===== src/shared/ptc_consts.svh =====
`ifndef PTC_CONSTS_SVH
`define PTC_CONSTS_SVH

// Register byte offsets
`define PTC_OFS_CONTROL      5'h00
`define PTC_OFS_PERIOD       5'h04
`define PTC_OFS_CAPTURE      5'h08
`define PTC_OFS_STATUS       5'h0c
`define PTC_OFS_CONFIG       5'h10

// Control, config and status field positions and reset values
`define PTC_CTL_MODE_LO      0
`define PTC_CTL_MODE_HI      1
`define PTC_CTL_CLK_LO       2
`define PTC_CTL_CLK_HI       3
`define PTC_CTL_START_LO     4
`define PTC_CTL_START_HI     5
`define PTC_CTL_OPT          6
`define PTC_CTL_RESET        8'h00
`define PTC_CFG_TAP          0
`define PTC_CFG_LOWSPD       1
`define PTC_CFG_RESET        2'h0
`define PTC_STS_RUN          16
`define PTC_STS_PIN          17

// Field encodings
`define PTC_MODE_BASE        2'h0
`define PTC_MODE_WINDOW      2'h1
`define PTC_MODE_PULSE       2'h2
`define PTC_START_STOP       2'h0
`define PTC_START_CMD        2'h1
`define PTC_START_RISE       2'h2
`define PTC_CLK_EXT          2'h3
`define PTC_CLK_DIV_SLOW     2'h0
`define PTC_CLK_DIV_MID      2'h1
`define PTC_CLK_DIV_FAST     2'h2

// Prescaler exponents (high_freq_clock periods) and low clock divider
`define PTC_DIV_EXP_SLOW     11
`define PTC_DIV_EXP_MID      7
`define PTC_DIV_EXP_FAST     3
`define PTC_FS_DIV_EXP       3

// Noise filter, in high_freq_clock periods
`define PTC_FILT_REJECT_CYC  4
`define PTC_FILT_ACCEPT_CYC  12
`define PTC_FILT_THRESH_CYC  ((`PTC_FILT_REJECT_CYC + `PTC_FILT_ACCEPT_CYC) / 2)

`endif


===== src/shared/ptc_pkg.sv =====
package ptc_pkg;

    typedef enum logic {
        PTC_HALTED,
        PTC_COUNTING
    } ptc_run_t;

endpackage : ptc_pkg


===== src/design/ptc_prescaler.sv =====
`timescale 1ns/1ns
`default_nettype none
`include "ptc_consts.svh"

module ptc_prescaler (
    // Clock and reset
    input  wire logic       i_clk,
    input  wire logic       i_rstn,
    // Selection
    input  wire logic [1:0] i_clk_sel,
    input  wire logic       i_tap_sel,
    input  wire logic       i_low_speed,
    // Low-frequency clock pin
    input  wire logic       i_low_freq_clock,
    // Source tick
    output logic            o_tick
);

    logic [`PTC_DIV_EXP_SLOW-1:0] div_q;
    logic [`PTC_FS_DIV_EXP-1:0]   fs_div_q;
    logic [2:0]                   fs_sync_q;
    logic                         tick_q;
    logic                         tick_d;
    wire                          fs_edge = fs_sync_q[1] & ~fs_sync_q[2];
    wire                          tick_slow = &div_q[`PTC_DIV_EXP_SLOW-1:0];
    wire                          tick_mid = &div_q[`PTC_DIV_EXP_MID-1:0];
    wire                          tick_fast = &div_q[`PTC_DIV_EXP_FAST-1:0];
    wire                          tick_fs = fs_edge & (&fs_div_q);

    // In low-speed modes only the slowest code has a source
    always_comb begin
        tick_d = 1'b0;
        if (i_low_speed) begin
            tick_d = (i_clk_sel == `PTC_CLK_DIV_SLOW) & tick_fs;
        end else begin
            unique case (i_clk_sel)
                `PTC_CLK_DIV_SLOW: tick_d = i_tap_sel ? tick_fs : tick_slow;
                `PTC_CLK_DIV_MID:  tick_d = tick_mid;
                `PTC_CLK_DIV_FAST: tick_d = tick_fast;
                default:           tick_d = 1'b0;
            endcase
        end
    end

    always_ff @(posedge i_clk or negedge i_rstn) begin
        if (!i_rstn) begin
            div_q     <= '0;
            fs_div_q  <= '0;
            fs_sync_q <= 3'h0;
            tick_q    <= 1'b0;
        end else begin
            div_q     <= div_q + 1'b1;
            fs_sync_q <= {fs_sync_q[1:0], i_low_freq_clock};
            fs_div_q  <= fs_edge ? fs_div_q + 1'b1 : fs_div_q;
            tick_q    <= tick_d;
        end
    end

    assign o_tick = tick_q;

endmodule : ptc_prescaler
`default_nettype wire


===== src/design/ptc_in_filter.sv =====
`timescale 1ns/1ns
`default_nettype none
`include "ptc_consts.svh"

module ptc_in_filter #(
    parameter int THRESH = `PTC_FILT_THRESH_CYC
) (
    // Clock and reset
    input  wire logic i_clk,
    input  wire logic i_rstn,
    // Control
    input  wire logic i_bypass,
    // Pin
    input  wire logic i_pin,
    // Filtered level and edges
    output logic      o_level,
    output logic      o_rise,
    output logic      o_fall
);

    logic [1:0] sync_q;
    logic [3:0] stable_q;
    logic       level_q;
    logic       rise_q;
    logic       fall_q;
    wire        differs = sync_q[1] != level_q;
    // Unless i_bypass, a level must hold THRESH samples; shorter glitches then never reach level_q
    wire        accept = i_bypass | (stable_q == 4'(THRESH - 1));
    wire        flip = differs & accept;

    always_ff @(posedge i_clk or negedge i_rstn) begin
        if (!i_rstn) begin
            sync_q   <= 2'h0;
            stable_q <= 4'h0;
            level_q  <= 1'b0;
            rise_q   <= 1'b0;
            fall_q   <= 1'b0;
        end else begin
            sync_q   <= {sync_q[0], i_pin};
            stable_q <= (differs & !flip) ? stable_q + 1'b1 : 4'h0;
            level_q  <= flip ? sync_q[1] : level_q;
            rise_q   <= flip & sync_q[1];
            fall_q   <= flip & ~sync_q[1];
        end
    end

    assign o_level = level_q;
    assign o_rise  = rise_q;
    assign o_fall  = fall_q;

endmodule : ptc_in_filter
`default_nettype wire


===== src/design/ptc_timer_counter.sv =====
`timescale 1ns/1ns
`default_nettype none
`include "ptc_consts.svh"

// Operation
// - Five modes chosen by operating mode select
// - Timer counts ticks, matches, clears, continues
// - Auto-capture copies count every source tick
// - Clock codes give fc/2^11, 2^7, 2^3
// - Trigger mode idles until selected edge
// - Trigger match clears, halts, raises request
// - Stop select: opposite edge clears, halts
// - No stop select: other edges ignored
// - Pin filter rejects short pulses, bypassable
// - Event mode counts pin edges, matches, clears
// - Event match checked on opposite edge
// - Window mode counts ticks gated by level
// - Pulse mode starts on trigger edge
// - Single-edge: opposite edge captures, clears, halts
// - Rising measures high, falling measures low
// - Compare value applies after upper byte
// - Stop mode forces start control off
module ptc_timer_counter #(
    parameter int CNT_W = 16
) (
    // Clock and reset
    input  wire logic        I_CLOCK,
    input  wire logic        I_RESETN,
    // Avalon-MM slave
    input  wire logic [4:0]  I_AVS_ADDRESS,
    input  wire logic        I_AVS_READ,
    input  wire logic        I_AVS_WRITE,
    input  wire logic [31:0] I_AVS_WRITEDATA,
    input  wire logic [3:0]  I_AVS_BYTEENABLE,
    output logic [31:0]      O_AVS_READDATA,
    output logic             O_AVS_WAITREQUEST,
    // Pins and system
    input  wire logic        I_COUNTER_INPUT_PIN,
    input  wire logic        I_LOW_FREQ_CLOCK,
    input  wire logic        I_STOP_MODE,
    // Request
    output logic             O_MATCH_INTERRUPT
);

    // Register state
    logic [7:0]       ctrl_q;
    logic [7:0]       ctrl_d;
    logic [1:0]       cfg_q;
    logic [CNT_W-1:0] cmp_stage_q;
    logic [CNT_W-1:0] cmp_act_q;
    logic             cmp_pend_q;
    logic             ack_q;
    logic [31:0]      rdata_q;
    logic             stop_q;

    // Counter state
    logic [CNT_W-1:0] cnt_q;
    logic [CNT_W-1:0] cnt_d;
    logic [CNT_W-1:0] cap_q;
    logic [CNT_W-1:0] cap_d;
    ptc_pkg::ptc_run_t run_q;
    ptc_pkg::ptc_run_t run_d;
    logic             irq_q;
    logic             irq_d;

    // Pin and tick
    logic             pin_level;
    logic             pin_rise;
    logic             pin_fall;
    logic             tick_int;

    // Bus decode
    wire        req      = I_AVS_READ | I_AVS_WRITE;
    wire        wr_take  = I_AVS_WRITE & ack_q;
    wire        hit_ctl  = I_AVS_ADDRESS == `PTC_OFS_CONTROL;
    wire        hit_per  = I_AVS_ADDRESS == `PTC_OFS_PERIOD;
    wire        hit_cap  = I_AVS_ADDRESS == `PTC_OFS_CAPTURE;
    wire        hit_sts  = I_AVS_ADDRESS == `PTC_OFS_STATUS;
    wire        hit_cfg  = I_AVS_ADDRESS == `PTC_OFS_CONFIG;
    wire        wr_ctl   = wr_take & hit_ctl & I_AVS_BYTEENABLE[0];
    wire        wr_per_l = wr_take & hit_per & I_AVS_BYTEENABLE[0];
    wire        wr_per_h = wr_take & hit_per & I_AVS_BYTEENABLE[1];
    wire        wr_cfg   = wr_take & hit_cfg & I_AVS_BYTEENABLE[0];

    // Control fields
    wire [1:0]  mode      = ctrl_q[`PTC_CTL_MODE_HI:`PTC_CTL_MODE_LO];
    wire [1:0]  clk_sel   = ctrl_q[`PTC_CTL_CLK_HI:`PTC_CTL_CLK_LO];
    wire [1:0]  start_sel = ctrl_q[`PTC_CTL_START_HI:`PTC_CTL_START_LO];
    wire        opt_bit   = ctrl_q[`PTC_CTL_OPT];
    wire        tap_sel   = cfg_q[`PTC_CFG_TAP];
    wire        low_speed = cfg_q[`PTC_CFG_LOWSPD];

    // Mode decode; the bit 6 option means a different thing per mode
    wire        started   = start_sel != `PTC_START_STOP;
    wire        edge_sel  = start_sel[1];
    wire        ext_clk   = clk_sel == `PTC_CLK_EXT;
    wire        base_md   = mode == `PTC_MODE_BASE;
    wire        timer_md  = base_md & (start_sel == `PTC_START_CMD);
    wire        trig_md   = base_md & edge_sel & ~ext_clk;
    wire        event_md  = base_md & edge_sel & ext_clk;
    wire        window_md = (mode == `PTC_MODE_WINDOW) & edge_sel;
    wire        pulse_md  = (mode == `PTC_MODE_PULSE) & edge_sel;
    wire        auto_capture_enable = opt_bit;
    wire        trigger_stop_select = opt_bit;
    wire        capture_edge_select = opt_bit;

    // Rising code: trigger on rise; falling code: trigger on fall
    wire        falling_sel = start_sel[0];
    wire        trig_edge   = falling_sel ? pin_fall : pin_rise;
    wire        opp_edge    = falling_sel ? pin_rise : pin_fall;
    wire        gate_open   = falling_sel ? ~pin_level : pin_level;
    wire        ext_tick    = falling_sel ? pin_fall : pin_rise;
    wire        src_tick    = ext_clk ? ext_tick : tick_int;
    wire        match       = cnt_q == cmp_act_q;
    wire [CNT_W-1:0] cnt_inc = cnt_q + 1'b1;
    wire        cap_mode    = timer_md | event_md | window_md;

    // Stop mode entry wins over a software start in the same cycle
    wire        stop_entry  = I_STOP_MODE & ~stop_q;

    ptc_prescaler u_prescaler (
        .i_clk            (I_CLOCK),
        .i_rstn           (I_RESETN),
        .i_clk_sel        (clk_sel),
        .i_tap_sel        (tap_sel),
        .i_low_speed      (low_speed),
        .i_low_freq_clock (I_LOW_FREQ_CLOCK),
        .o_tick           (tick_int)
    );

    // Filter is off in low-speed modes, leaving only the synchroniser
    ptc_in_filter u_in_filter (
        .i_clk    (I_CLOCK),
        .i_rstn   (I_RESETN),
        .i_bypass (low_speed),
        .i_pin    (I_COUNTER_INPUT_PIN),
        .o_level  (pin_level),
        .o_rise   (pin_rise),
        .o_fall   (pin_fall)
    );

    always_comb begin
        ctrl_d = wr_ctl ? I_AVS_WRITEDATA[7:0] : ctrl_q;
        if (stop_entry) begin
            ctrl_d[`PTC_CTL_START_HI:`PTC_CTL_START_LO] = `PTC_START_STOP;
        end
    end

    // Counter next state
    always_comb begin
        cnt_d = cnt_q;
        cap_d = cap_q;
        run_d = run_q;
        irq_d = 1'b0;
        if (!started) begin
            cnt_d = '0;
            run_d = ptc_pkg::PTC_HALTED;
        end else if (timer_md || window_md) begin
            if (src_tick && (timer_md || gate_open)) begin
                if (match) begin
                    cnt_d = '0;
                    irq_d = 1'b1;
                end else begin
                    cnt_d = cnt_inc;
                end
            end
        end else if (event_md) begin
            if (opp_edge && match) begin
                cnt_d = '0;
                irq_d = 1'b1;
            end else if (trig_edge) begin
                cnt_d = cnt_inc;
            end
        end else if (trig_md) begin
            if (run_q == ptc_pkg::PTC_HALTED) begin
                if (trig_edge) begin
                    run_d = ptc_pkg::PTC_COUNTING;
                end
            end else if (opp_edge && trigger_stop_select) begin
                cnt_d = '0;
                run_d = ptc_pkg::PTC_HALTED;
            end else if (tick_int) begin
                // Trigger edges while counting fall through unused
                if (match) begin
                    cnt_d = '0;
                    run_d = ptc_pkg::PTC_HALTED;
                    irq_d = 1'b1;
                end else begin
                    cnt_d = cnt_inc;
                end
            end
        end else if (pulse_md) begin
            if (run_q == ptc_pkg::PTC_HALTED) begin
                if (trig_edge) begin
                    run_d = ptc_pkg::PTC_COUNTING;
                end
            end else if (opp_edge) begin
                cap_d = cnt_q;
                irq_d = 1'b1;
                if (capture_edge_select) begin
                    cnt_d = '0;
                    run_d = ptc_pkg::PTC_HALTED;
                end
            end else if (trig_edge && !capture_edge_select) begin
                cap_d = cnt_q;
                irq_d = 1'b1;
                cnt_d = '0;
            end else if (tick_int) begin
                cnt_d = cnt_inc;
            end
        end
        // Capture lags the count by one source tick, hence the read delay
        if (started && auto_capture_enable && cap_mode && src_tick) begin
            cap_d = cnt_q;
        end
    end

    // Bus: one wait state, read data latched before waitrequest drops
    always_ff @(posedge I_CLOCK or negedge I_RESETN) begin
        if (!I_RESETN) begin
            ack_q   <= 1'b0;
            rdata_q <= 32'h0000_0000;
        end else begin
            ack_q <= req & ~ack_q;
            if (I_AVS_READ && !ack_q) begin
                unique case (1'b1)
                    hit_ctl: rdata_q <= {24'h00_0000, ctrl_q};
                    hit_per: rdata_q <= {{(32-CNT_W){1'b0}}, cmp_act_q};
                    hit_cap: rdata_q <= {{(32-CNT_W){1'b0}}, cap_q};
                    hit_sts: rdata_q <= {14'h0000, pin_level, run_q == ptc_pkg::PTC_COUNTING, cnt_q};
                    hit_cfg: rdata_q <= {30'h0000_0000, cfg_q};
                    default: rdata_q <= 32'h0000_0000;
                endcase
            end
        end
    end

    always_ff @(posedge I_CLOCK or negedge I_RESETN) begin
        if (!I_RESETN) begin
            ctrl_q <= `PTC_CTL_RESET;
            cfg_q  <= `PTC_CFG_RESET;
            stop_q <= 1'b0;
        end else begin
            ctrl_q <= ctrl_d;
            cfg_q  <= wr_cfg ? I_AVS_WRITEDATA[1:0] : cfg_q;
            stop_q <= I_STOP_MODE;
        end
    end

    // Compare staging: the low byte alone never reaches the active value
    always_ff @(posedge I_CLOCK or negedge I_RESETN) begin
        if (!I_RESETN) begin
            cmp_stage_q <= '1;
            cmp_act_q   <= '1;
            cmp_pend_q  <= 1'b0;
        end else begin
            if (wr_per_l) begin
                cmp_stage_q[7:0] <= I_AVS_WRITEDATA[7:0];
            end
            if (wr_per_h) begin
                cmp_stage_q[CNT_W-1:8] <= I_AVS_WRITEDATA[CNT_W-1:8];
            end
            if (wr_per_h) begin
                cmp_pend_q <= 1'b1;
            end else if (cmp_pend_q && src_tick) begin
                cmp_pend_q <= 1'b0;
                cmp_act_q  <= cmp_stage_q;
            end
        end
    end

    always_ff @(posedge I_CLOCK or negedge I_RESETN) begin
        if (!I_RESETN) begin
            cnt_q <= '0;
            cap_q <= '0;
            run_q <= ptc_pkg::PTC_HALTED;
            irq_q <= 1'b0;
        end else begin
            cnt_q <= cnt_d;
            cap_q <= cap_d;
            run_q <= run_d;
            irq_q <= irq_d;
        end
    end

    assign O_AVS_READDATA    = rdata_q;
    assign O_AVS_WAITREQUEST = req & ~ack_q;
    assign O_MATCH_INTERRUPT = irq_q;

endmodule : ptc_timer_counter
`default_nettype wire


===== config.mk =====
export PLATFORM = sky130hd
export DESIGN_NAME = ptc_timer_counter
export DESIGN_NICKNAME = d
export VERILOG_FILES = /design/src/shared/ptc_pkg.sv /design/src/design/ptc_prescaler.sv /design/src/design/ptc_in_filter.sv /design/src/design/ptc_timer_counter.sv
export VERILOG_INCLUDE_DIRS = /design/src /design/src/shared
export SDC_FILE = /design/constraint.sdc
export NUM_CORES = 1
export LEC_CHECK = 0
export BUFFER_PORTS_ARGS = -buffer_cell sky130_fd_sc_hd__buf_2
export CAP_MARGIN = 10
export CORE_MARGIN = 4
export CORE_UTILIZATION = 47
export CTS_CLUSTER_DIAMETER = 120
export DETAILED_ROUTE_END_ITERATION = 10
export PLACE_DENSITY = 0.67
export SYNTH_ARGS = -nofsm -noshare
export SYNTH_HDL_FRONTEND = slang
export SYNTH_SLANG_ARGS = --single-unit

===== constraint.sdc =====
create_clock -name I_CLOCK -period 4.23 [get_ports I_CLOCK]
set_clock_uncertainty 0.1 [all_clocks]
set_input_delay 0 -clock I_CLOCK [delete_from_list [all_inputs] [get_ports I_CLOCK]]
set_output_delay 0 -clock I_CLOCK [all_outputs]
set_load 0.03 [all_outputs]

After elaboration in Yosys (flattened, before gate mapping):

Cells that the tools add are included.

* order comparisons: 0
* mux-type cells: 66
* $add $sub $neg: 4
* bitwise operators: 34
* reductions and logical operators: 32
* $mul: 0
* eq/ne operators: 27
* div/mod/pow operators: 0
* shift-type cells: 0

Operators by type and width (number)
* $mux 16: 26
* $pmux 18 s5: 1
* $mux 1: 35
* $and 1x1->1: 23
* $add 16x1->16 const B: 1
* $eq 16x16->1: 1
* $reduce_and 7->1: 2
* $reduce_bool 2->1: 6
* $add 11x1->11 const B: 1
* $reduce_and 11->1: 1
* $eq 5x4->1 const B: 2
* $logic_and 1x1->1: 9
* $reduce_and 3->1: 3
* $reduce_and 8->1: 1
* $ne 7x1->1 const B: 1
* $not 1->1: 7
* $eq 2x1->1 const B: 3
* $eq 2x2->1 const B: 3
* $mux 6: 1
* $ne 2x1->1 const B: 3
* $ne 6x2->1 const B: 1
* $ne 6x5->1 const B: 1
* $eq 5x3->1 const B: 1
* $eq 5x5->1 const B: 1
* 21 further kinds: 29

* output and inout port bits: 34
* bits in latches: 0
* bits in read-only memories: 0
* memories: 0
* register bits: 138
* logic and storage cells: 186
* bits of input ports: 48
* bits in writable memories: 0

Depth between registers and ports, before layout:

Gate-level depths: netlist of the first run.

* depth after elaboration: 11
* mapped depth: 8
* gate-level depth less buffers: 7

Modules after synthesis:

A second synthesis of the first run with hierarchy kept.

* cell total of the unflattened synthesis: 518
* area, all modules: 6287.3 um2

By module, submodules not included
* ptc_timer_counter: sequential area each 2467.4 um2, area each 5154.9 um2, cells each 432, instances 1
* ptc_prescaler: sequential area each 450.4 um2, area each 774.5 um2, cells each 60, instances 1
* ptc_in_filter: sequential area each 225.2 um2, area each 357.8 um2, cells each 26, instances 1

Worst setup path after synthesis of the first run:

No wires, ideal clock.

* kind: reg2reg
* start: register cmp_act_q[5]
* end: register cnt_q[12]
* period minus slack after synthesis: 2.314 ns
* library setup time: 0.121 ns
* required time: 4.009 ns
* path buffers: 1
* cell stages (with the launch flop): 8
* arrival: 2.093 ns
* path slack: 1.916 ns
* cell sequence: dfstp_2 > xnor2_4 > nand4_2 > nor4_4 > o32ai_4 > buf_6 > a211o_1 > a22o_1

* longest elaborated chain between the ends: 9
* elaborated cells between the ends (all ways): 14
* those cells by class: eq/ne (2); mux (10); reduce/logical (2)

RTL lines
* start, declared: line ptc_timer_counter.sv:50 `logic [CNT_W-1:0] cmp_act_q;`
* start signal, assigned: line ptc_timer_counter.sv:267 `cmp_act_q <= cmp_stage_q;`
* $eq 16x16->1 (*): line ptc_timer_counter.sv:114 `wire match = cnt_q == cmp_act_q;`
* $mux 16: line ptc_timer_counter.sv:160, ptc_timer_counter.sv:184
* $mux 16: line ptc_timer_counter.sv:182 `end else if (tick_int) begin`
* $mux 16: line ptc_timer_counter.sv:179 `end else if (opp_edge && trigger_stop_select) begin`
* $mux 16: line ptc_timer_counter.sv:175 `if (run_q == ptc_pkg::PTC_HALTED) begin`
* $mux 16: line ptc_timer_counter.sv:174 `end else if (trig_md) begin`
* $mux 16: line ptc_timer_counter.sv:167 `end else if (event_md) begin`
* $mux 16: line ptc_timer_counter.sv:158 `end else if (timer_md || window_md) begin`
* $mux 16: line ptc_timer_counter.sv:155 `if (!started) begin`
* end signal, assigned: line ptc_timer_counter.sv:279 `cnt_q <= cnt_d;`
* end, declared: line ptc_timer_counter.sv:57 `logic [CNT_W-1:0] cnt_q;`

Every way passes the cells marked *; elsewhere a longest branch is shown, timed or not. The select of a mux whose other input is x is not followed.
A chain may end at the register's enable or synchronous reset.

Worst setup path after layout of the first run:

* start: register ctrl_q[4]
* end: register cnt_q[0]

* longest elaborated chain between the ends: 10
* elaborated cells between the ends (all ways): 33
* those cells by class: eq/ne (9); mux (15); bitwise (1); reduce/logical (8)

RTL lines
* start, declared: line ptc_timer_counter.sv:46 `logic [7:0] ctrl_q;`
* start signal, assigned: line ptc_timer_counter.sv:240 `` ctrl_q <= `PTC_CTL_RESET; ``
* start signal, assigned: line ptc_timer_counter.sv:244 `ctrl_q <= ctrl_d;`
* $mux 1: line ptc_timer_counter.sv:109, ptc_timer_counter.sv:112
* $logic_and 1x1->1: line ptc_timer_counter.sv:204 `end else if (trig_edge && !capture_edge_select) begin`
* $mux 16: line ptc_timer_counter.sv:204
* $mux 16: line ptc_timer_counter.sv:197 `end else if (opp_edge) begin`
* $mux 16: line ptc_timer_counter.sv:193 `if (run_q == ptc_pkg::PTC_HALTED) begin`
* $mux 16: line ptc_timer_counter.sv:192 `end else if (pulse_md) begin`
* $mux 16: line ptc_timer_counter.sv:174
* $mux 16: line ptc_timer_counter.sv:167
* $mux 16: line ptc_timer_counter.sv:158
* $mux 16: line ptc_timer_counter.sv:155

Several ways; a longest one is shown, not always the timed one. The select of a mux whose other input is x is not followed.

==> metrics.yaml, run 1 <==
overflow: 0
whs_ns: 0.05000
rsz0062_at_grt: "no"
crit_chain: "mux2_2, and2_1, a221o_1, a21oi_4, nor3b_4, mux2_2"
syn-cell-area_um2: 6163
report.final.hold_viol_count: 0
postSynthRegisterBits: 124
fin_crit_ns: 3.079
place_congestion: 0.8576
crit_fanout: 16
internal-power_w: 0.002410
cts_buffers: 17
critPathMostFrequentCell: "mux2_2"
synth_common_cells: "dfrtp_1, mux2_2, nand2_1, nor2_1, dfstp_2"
hold_class: "primary input to register"
grt_antenna_before_repair: 1
arrival_ns: 3.33
die_w_um: 122.5
synth_edf_count: 0
drt_first_pass_iters: 5
worstSetupPathType: "register to register"
ir_worst_vdd_uv: 279.1
yosys.cell_types.count: 66
drt_iter0_drc: 242
finalSetupViolCount: 0
wirelength_mm: 14.00
ys_seq_area_share_pct: 50.99
synth_top_flop_cell: "dfrtp_1"
place_hpwl_mm: 9.599
wl_per_cell_um: 18.00
clkPwrFrac_pct: 46.5
synth.most_common_cell: "dfrtp_1"
grt_max_degree: 56
maxCapViolCount: 0
grt_pass1_vias: 4475
n_antenna_cell: 0
yosysWarnings: 0
die_h_um: 122.5
core-area_um2: 12720
report.final.slew_viol_count: 0
die-area_um2: 15010
period_share_pct: 72.78
startpoint_type: "register"
cp.required_ns: 4.48
status: "completed"
tightest_slew_ns: 1.181
path_clk_slew_ns: 0.05
num_vias: 4383
synthTopCellsByArea: "dfrtp_1, dfstp_2, mux2_2, a22o_1, xnor2_1"
synth_cells: 524
final_nets: 648
port_buffers: 49
power_w: 0.003153
cts-root-buf: "clkbuf_16"
post_cts_resized: 0
switching_power_w: 0.0007433
cp_slowest_cell: "nor3b_4"
via_per_inst: 5.634
timing.fmax_mhz: 324.8
pwr-share-seq_pct: 42.9
worstSkewPairLatency_ns: 0.42
tns_ns: 0
max_stage_delay_ns: 0.68
antenna_left: 0
p_sw_share_pct: 23.57
initial_core_util_pct: 48.45
area.growth.synth_to_final_pct: 18.09
cts_sinks: 124
dpl_cell_area_um2: 6436
synth-async-reset-ratio_pct: 100.0
critical_path.top_delay_family: "simple AND/OR/NAND/NOR gates"
grt_first_pass_wirelength_mm: 23.16
yosysTopAreaCell: "dfrtp_1"
yosysTopAreaCellShare_pct: 37.35
fp-row-count: 41
clk_path_buf_depth: 2
cp-end-kind: "register"
htree_num_levels: 4
avgSynthCellArea_um2: 11.76
post-route-drc-count: 0
critPathBufInv: 0
cts_tree: "built"
comb_power_share_pct: 10.6
p_leak_nw: 3.387
drive_above_1_share_pct: 32.67
track_usage_pct: 20.17
relSlewSlack_pct: 20.99
final_area_um2: 7278
powerDensity_nw_per_um2: 433.2
io_pins: 82
[area by class of cell]
class	instances	area [um^2]
clock buffers	23	447.9
repair buffers	77	520.5
fillers	1072	5444
well taps	172	215.2
inverters	8	30.03
multi-input cells	366	2778
clock inverters	8	143.9
flip-flops and latches	124	3143
[registers in the layout (all words and copies together), names as in the netlist]
register               cells
O_AVS_READDATA            18
O_MATCH_INTERRUPT          1
ack_q                      1
cap_q                     16
cfg_q                      2
cmp_act_q                 16
cmp_pend_q                 1
cmp_stage_q               16
cnt_q                     16
ctrl_q                     8
run_q                      1
stop_q                     1
u_in_filter.o_fall         1
u_in_filter.o_level        1
u_in_filter.o_rise         1
u_in_filter.stable_q       4
u_in_filter.sync_q         2
u_prescaler.div_q         11
u_prescaler.fs_div_q       3
u_prescaler.fs_sync_q      3
u_prescaler.o_tick         1
[repair_timing]
item	in CTS	in global routing
setup buffers	0	0
hold buffers	25	0
hold endpoints to repair	90	0
[power by group through the flow]
stage,registers (W),clock network [W],logic [W]
finish,0.00135,0.00147,0.000335
detailed placement,0.00137,0,0.000320
global route,0.00136,0.00156,0.000369
CTS,0.00135,0.00150,0.000338
global placement,0.00136,0,0.000304
floorplan,0.00134,0,0.000245
[logic make-up after synthesis]
group | after synthesis | share of synthesized area, %
AO/OA/AOI/OAI | 100 | 13.24
XOR/XNOR | 28 | 4.284
adder cells (fa/ha/maj) | 6 | 1.218
buffers and inverters | 47 | 4.730
flip-flops | 124 | 50.99
multiplexers | 72 | 13.09
other | 1 | 0.06084
AND/OR/NAND/NOR | 146 | 12.38
[metrics by stage]
stage          cells  util [%]  worst slack, ns
4_1_cts          778     57.21            1.219
3_3_place_gp     722     50.59            1.315
3_5_place_dp     722     50.59            1.237
2_1_floorplan    537         -            1.916
5_1_grt          778     57.21            1.048
6_report         778     57.21            1.151
[path summary, 6_finish.rpt]
kind / startpoint / to / slack (ns) / depth (start not counted)
worst min-delay path: I_AVS_ADDRESS[0] / O_AVS_READDATA[15] / 0.05 / 4
worst min register to register: u_prescaler.fs_sync_q[0] / u_prescaler.fs_sync_q[1] / 0.25 / 0
min in group asynchronous: I_RESETN / cnt_q[2] / 0.09 / 2
worst max-delay path: ctrl_q[4] / cnt_q[0] / 1.15 / 6
max in group asynchronous: I_RESETN / cmp_act_q[5] / 2.98 / 3
worst max register to register: ctrl_q[4] / cnt_q[0] / 1.15 / 6
[cells in the final DEF, fill, tap and decap left out, types with 17 or more instances in the layout]
cell type      Yosys  layout
nor2_1            41      41
mux2_2            69      69
dfrtp_1           92      92
o21ai_0           18      18
xnor2_1           21      21
clkbuf_16          0      17
dlygate4sd3_1      0      25
a22o_1            22      22
buf_2              9      48
dfstp_2           32      32
nand2_1           43      43
[worst reg2reg max path, delay by kind of cell, from the launching register on]
kind | cells | cell delay (ns)
compound gates | 2 | 0.75
simple gates | 2 | 0.88
flops | 1 | 0.58
mux | 2 | 0.70
[layer usage]
layer | share of wire (%) | track usage, %
met3 | 5.6 | 5.991
met5 | 0.050 | 0
met4 | 2.5 | 7.768
met2 | 49 | 31.33
met1 | 43 | 26.72
Power figures use the tool's default switching activity.
==> run 2: changes to the inputs <==
==> constraint.sdc (replaced) <==
create_clock -name I_CLOCK -period 3.15 [get_ports I_CLOCK]
set_clock_uncertainty 0.1 [all_clocks]
set_input_delay 0 -clock I_CLOCK [delete_from_list [all_inputs] [get_ports I_CLOCK]]
set_output_delay 0 -clock I_CLOCK [all_outputs]
set_load 0.03 [all_outputs]
==> run 2 against run 1 <==
  * Clock power increased by 33%
  * Register-to-register slack got worse by 0.67 ns
  * Routed wire length increased by 0.31%
  * Combinational power increased by 34%
  * Design area increased by 1.5%
==> metrics.yaml, run 2 (synthesis gave the netlist of run 1 again) <==
fp-row-count: 41
initial_core_util_pct: 48.45
hold_class: "primary input to register"
pwr-share-seq_pct: 43.0
drt_iter0_drc: 191
report.final.slew_viol_count: 0
tightest_slew_ns: 0.7545
relSlewSlack_pct: 49.70
wl_per_cell_um: 17.76
cp-end-kind: "register"
p_leak_nw: 3.454
powerDensity_nw_per_um2: 570.0
grt_antenna_before_repair: 0
track_usage_pct: 19.94
core-area_um2: 12720
drt_first_pass_iters: 5
final_nets: 660
rr_worst_depth: 7
cts_tree: "built"
utilization_pct: 58.09
via_per_inst: 5.575
drive_above_1_share_pct: 35.22
ff2ff_setup_slack_ns: 0.48
startpoint_type: "register"
area.growth.synth_to_final_pct: 19.91
critical_path.top_delay_family: "compound AO/OA/AOI/OAI gates"
io_pins: 82
fin_ws_ns: 0.4804
place_hpwl_mm: 9.802
grt_pass1_vias: 4327
cts_sinks: 124
internal-power_w: 0.003152
period_share_pct: 84.75
status: "completed"
rsz0062_at_grt: "no"
crit_chain: "or3b_1, a221oi_1, nor2_1, o32ai_4, nor3b_4, buf_4, mux2_2"
p_sw_share_pct: 25.17
clk_path_buf_depth: 2
switching_power_w: 0.001060
post-route-drc-count: 0
fin_crit_ns: 2.670
maxCapViolCount: 0
multiInputGateArea_um2: 2778
arrival_ns: 2.87
place_ws_ns: 0.4922
final_cell_mix: "dfrtp_1, mux2_2, buf_2, nand2_1, nor2_1"
worstSkewPairLatency_ns: 0.42
nFillCells: 1071
grt_first_pass_wirelength_mm: 22.69
overflow: 0
die-area_um2: 15010
place_congestion: 0.8269
crit_fanout: 17
largest_reg_flops: 18
r2r-end: "cnt_q[0]"
whs_endpoint: "O_AVS_READDATA[14]"
grt_max_degree: 76
ir_worst_vdd_uv: 498.5
cts-root-buf: "clkbuf_16"
layout_commonest_cell: "dfrtp_1"
cp.required_ns: 3.35
n_antenna_cell: 0
num_vias: 4410
critPathBufInv: 1
cts_buffers: 17
report.final.hold_viol_count: 0
die_w_um: 122.5
cp_slowest_cell: "dfrtp_1"
antenna_left: 0
port_buffers: 49
rr_startpoint: "ctrl_q[4]"
finalSetupViolCount: 0
wirelength_mm: 14.05
timing.fmax_mhz: 374.6
max_stage_delay_ns: 0.61
regArea_um2: 3143
clkPwrFrac_pct: 46.3
tns_ns: 0
worstSetupPathType: "register to register"
min_path_cells: 4
comb_power_share_pct: 10.7
cts_setup_buffers: 0
die_h_um: 122.5
htree_num_levels: 4
path_clk_slew_ns: 0.06
holdCritStartpoint: "I_AVS_ADDRESS[1]"
-- run 2: routing by layer --
metal  GRT usage, %  routed length (um)  vias to the layer above
met1          27.56                6249                     2205
met5              0                   0                        -
met4          7.278                 268                        0
met3          5.069                 795                       21
met2          30.50                6734                      138
li1               -                   -                     2046
-- run 2: layout make-up --
| cell class | instances | area share [%] |
|---|---|---|
| clock buffers | 20 | 6.315 |
| repair buffers | 89 | 8.397 |
| clock inverters | 12 | 1.862 |
| multi-input cells | 366 | 37.58 |
| flip-flops and latches | 124 | 42.53 |
| inverters | 8 | 0.4063 |
| well taps | 172 | 2.912 |
-- run 2: power groups by stage --
stage	Sequential, W	Clock [W]	Combinational, W
CTS	0.00181	0.00199	0.000456
global route	0.00182	0.00207	0.000494
floorplan	0.00180	0	0.000329
finish	0.00181	0.00195	0.000449
detailed placement	0.00184	0	0.000430
global placement	0.00183	0	0.000415
-- run 2: worst max-delay path by stage --
stage | cells past startpoint | slack (ns) | from | to
final | 7 | 0.48 | ctrl_q[4] | cnt_q[0]
after global routing | 7 | 0.38 | ctrl_q[4] | cnt_q[0]
after CTS | 7 | 0.48 | ctrl_q[4] | cnt_q[0]
after detailed placement | 7 | 0.49 | ctrl_q[4] | cnt_q[0]
after global placement | 7 | 0.55 | ctrl_q[4] | cnt_q[0]
after floorplan | 7 | 0.84 | cmp_act_q[5] | cnt_q[12]
-- run 2: worst reg2reg max path, delay by kind of cell (launching register included) --
kind / cells / cell delay, ns
AO/OA/AOI/OAI: 2 / 0.73
AND/OR/NAND/NOR: 3 / 0.63
flip-flops: 1 / 0.61
multiplexers: 1 / 0.27
buffers and inverters: 1 / 0.22
-- run 2: per-stage QoR --
stage | hold WS (ns) | area (um^2) | instances | power [W]
2_1_floorplan | -0.3956 | 6212 | 537 | 0.002127
3_3_place_gp | -0.04086 | 6546 | 735 | 0.002247
3_5_place_dp | -0.02954 | 6546 | 735 | 0.002268
4_1_cts | 0.02354 | 7391 | 791 | 0.004258
5_1_grt | 0.07622 | 7391 | 791 | 0.004387
6_report | 0.04272 | 7391 | 791 | 0.004213
-- run 2: repair_timing --
item | in CTS | in global routing
resized for setup | 0 | 0
endpoints found under the hold margin | 87 | 0
hold buffers | 24 | 0
==> run 3: changes to the inputs <==
--- a/config.mk
+++ b/config.mk
@@ -6,6 +6,7 @@
 export SDC_FILE = /design/constraint.sdc
 export NUM_CORES = 1
 export LEC_CHECK = 0
+export ABC_AREA = 1
 export BUFFER_PORTS_ARGS = -buffer_cell sky130_fd_sc_hd__buf_2
 export CAP_MARGIN = 10
 export CORE_MARGIN = 4
==> constraint.sdc (replaced) <==
create_clock -name I_CLOCK -period 2.7 [get_ports I_CLOCK]
set_clock_uncertainty 0.1 [all_clocks]
set_input_delay 0 -clock I_CLOCK [delete_from_list [all_inputs] [get_ports I_CLOCK]]
set_output_delay 0 -clock I_CLOCK [all_outputs]
set_load 0.03 [all_outputs]
==> run 3 against run 2 <==
  * Combinational power is 71% higher
  * Highest routed layer unchanged
  * Die area is 0.40% higher
  * Worst setup slack worse by 0.34 ns
  * Synthesized cell count up 44%
  * Utilization is 1.7 points higher
  * Largest power group unchanged
  * Cell count is 31% higher
  * Critical endpoint is now cmp_stage_q[10]
  * Count of clock-buffer cells in the layout up 2
  * Global-route usage is 1.3 points higher
  * Via count is 21% higher
  * Design area increased by 3.3%
  * Clock power grew 30%
==> metrics.yaml, run 3 <==
crit_chain: "dlygate4sd3_1, buf_2, nor2_2, nand2_1, inv_1, nand2_1, buf_4, inv_1, nand3_1, buf_4, nor2_1, dlygate4sd3_1, a21oi_1, dlygate4sd3_1"
final_nets: 903
grt_pass1_vias: 5159
place_congestion: 0.8763
tightest_slew_ns: 0.8210
via_per_inst: 5.164
dpl.cell_count: 963
yosys.cell_types.count: 42
largest_reg_flops: 18
die_h_um: 122.8
ir_worst_vdd_uv: 491.4
layout_commonest_cell: "nand2_1"
multiInputGateArea_um2: 2529
cts_sinks: 124
rr_startpoint: "ack_q"
wl_per_cell_um: 14.25
synth_top_family_by_area: "simple AND/OR/NAND/NOR gates"
period_share_pct: 94.74
core-area_um2: 12770
grt_max_degree: 76
met2_usage_pct: 32.83
pwr-share-seq_pct: 41.4
synth.most_common_cell: "nand2_1"
critical_path.top_delay_family: "buffers and inverters"
path_clk_slew_ns: 0.05
comb_power_share_pct: 13.6
r2r-end: "cmp_stage_q[14]"
die_w_um: 122.8
critPathMostFrequentCell: "dlygate4sd3_1"
synth_fa_ha_area_share_pct: 1.213
die-area_um2: 15070
switching_power_w: 0.001461
synth_xor_area_share_pct: 1.981
yosysTopAreaCellShare_pct: 37.19
maxCapViolCount: 0
startpoint_type: "primary input"
finalSetupViolCount: 0
avgSynthCellArea_um2: 8.209
fp-row-count: 41
drt_first_pass_iters: 5
track_usage_pct: 21.27
grt_use_met1_pct: 28.80
yosysWarnings: 0
area.growth.synth_to_final_pct: 23.31
relSlewSlack_pct: 45.11
worstSetupPathType: "primary input to register"
internal-power_w: 0.004192
n_antenna_cell: 0
syn-cell-area_um2: 6190
port_buffers: 49
cp_slowest_cell: "dlygate4sd3_1"
synth-async-reset-ratio_pct: 100.0
max_stage_delay_ns: 0.57
rr_worst_depth: 9
clk_path_buf_depth: 2
critPathBufInv: 8
status: "completed"
layout.cells.non_filler: 1034
p_leak_nw: 3.870
arrival_ns: 2.80
clkPwrFrac_pct: 45.0
htree_num_levels: 4
ff2ff_setup_slack_ns: 0.25
cp.required_ns: 2.94
drt_iter0_drc: 398
postSynthRegisterBits: 124
place_hpwl_mm: 10.12
rsz0062_at_grt: "no"
nFillCells: 1115
synth_common_cells: "nand2_1, dfrtp_1, inv_1, nor2_1, o21ai_0"
synth_compound_area_share_pct: 12.27
cts_tree: "built"
synth_edf_count: 0
fin_ws_ns: 0.1421
place_ws_ns: 0.4859
wirelength_mm: 14.74
worstSkewPairLatency_ns: 0.42
hold_class: "primary input to async pin"
post-route-drc-count: 0
report.final.slew_viol_count: 0
timing.fmax_mhz: 391.0
num_vias: 5340
powerDensity_nw_per_um2: 740.7
synthTopCellsByArea: "dfrtp_1, dfstp_2, nand2_1, inv_1, o21ai_0"
cts_buffers: 17
drive_above_1_share_pct: 17.63
report.final.hold_viol_count: 0
final_cell_mix: "nand2_1, dfrtp_1, inv_1, nor2_1, o21ai_0"
initial_core_util_pct: 48.46
synthSimpleGateAreaFrac_pct: 22.86
antenna_left: 0
tns_ns: 0
cp-end-kind: "register"
p_sw_share_pct: 25.85
regArea_um2: 3143
overflow: 0
yosysTopAreaCell: "dfrtp_1"
crit_fanout: 17
ys_seq_area_share_pct: 50.78
synth_top_flop_cell: "dfrtp_1"
grt_use_met3_pct: 5.300
top_usage_layer: "met2"
synth_cells: 754
cts-root-buf: "clkbuf_16"
io_pins: 82
grt_antenna_before_repair: 0
fin_crit_ns: 2.558
muxShareOfSynthArea_pct: 1.637
grt_first_pass_wirelength_mm: 24.98
[run 3: cell type report]
cell class                 instances  share of cell area, %
sequential                       124                  41.18
inverter                          94                  4.689
clock buffer                      22                  6.344
clock inverter                    10                  2.426
multi-input combinational        515                  33.13
timing repair buffer              97                  9.410
tap                              172                  2.820
[run 3: how the worst max path moves through the flow]
stage,from,endpoint,cells after the start
5_1_grt,I_AVS_ADDRESS[2],cmp_stage_q[14],13
6_report,I_AVS_ADDRESS[0],cmp_stage_q[10],14
3_5_place_dp,cmp_act_q[14],cnt_q[8],13
3_3_place_gp,cmp_act_q[13],cnt_q[15],13
4_1_cts,I_AVS_ADDRESS[0],cmp_stage_q[13],14
2_1_floorplan,cmp_act_q[11],cnt_q[9],14
[run 3: kinds of logic (layout without fill, tap and decap cells)]
logic type / Yosys count / after routing
AO/OA/AOI/OAI: 135 / 135
adder cells (fa/ha/maj): 6 / 6
AND/OR/NAND/NOR: 337 / 337
multiplexers: 9 / 9
other: 1 / 14
flip-flops: 124 / 124
XOR/XNOR: 14 / 14
buffers and inverters: 128 / 223
[run 3: per-stage QoR]
stage	instance area [um^2]	utilization [%]	hold WS, ns	total power [W]
floorplan	6238	-	-0.3956	0.002847
detailed placement	6570	51.43	-0.05096	0.003082
global route	7632	59.75	0.07613	0.005920
CTS	7630	59.73	0.05572	0.005682
finish	7632	59.75	0.02713	0.005653
global placement	6570	51.43	-0.05466	0.003040
[run 3: power by group through the flow]
stage               clock (W)  combinational, W  sequential, W
global route          0.00267          0.000884        0.00237
CTS                   0.00258          0.000770        0.00234
floorplan                   0          0.000525        0.00232
global placement            0          0.000687        0.00235
detailed placement          0          0.000717        0.00236
finish                0.00254          0.000768        0.00234
[run 3: routing by layer]
layer  vias to the layer above  share of wire, %
met1                      2515                45
li1                       2605                 -
met3                        31               7.1
met4                         0               1.9
met2                       189                47
met5                         -                 0
[run 3: what timing repair did]
item                       4_1_cts  5_1_grt
setup buffers                    0        0
hold endpoints to repair        90        0
gates resized for setup          0        1
hold buffers                    39        0
setup endpoints to repair        0        3
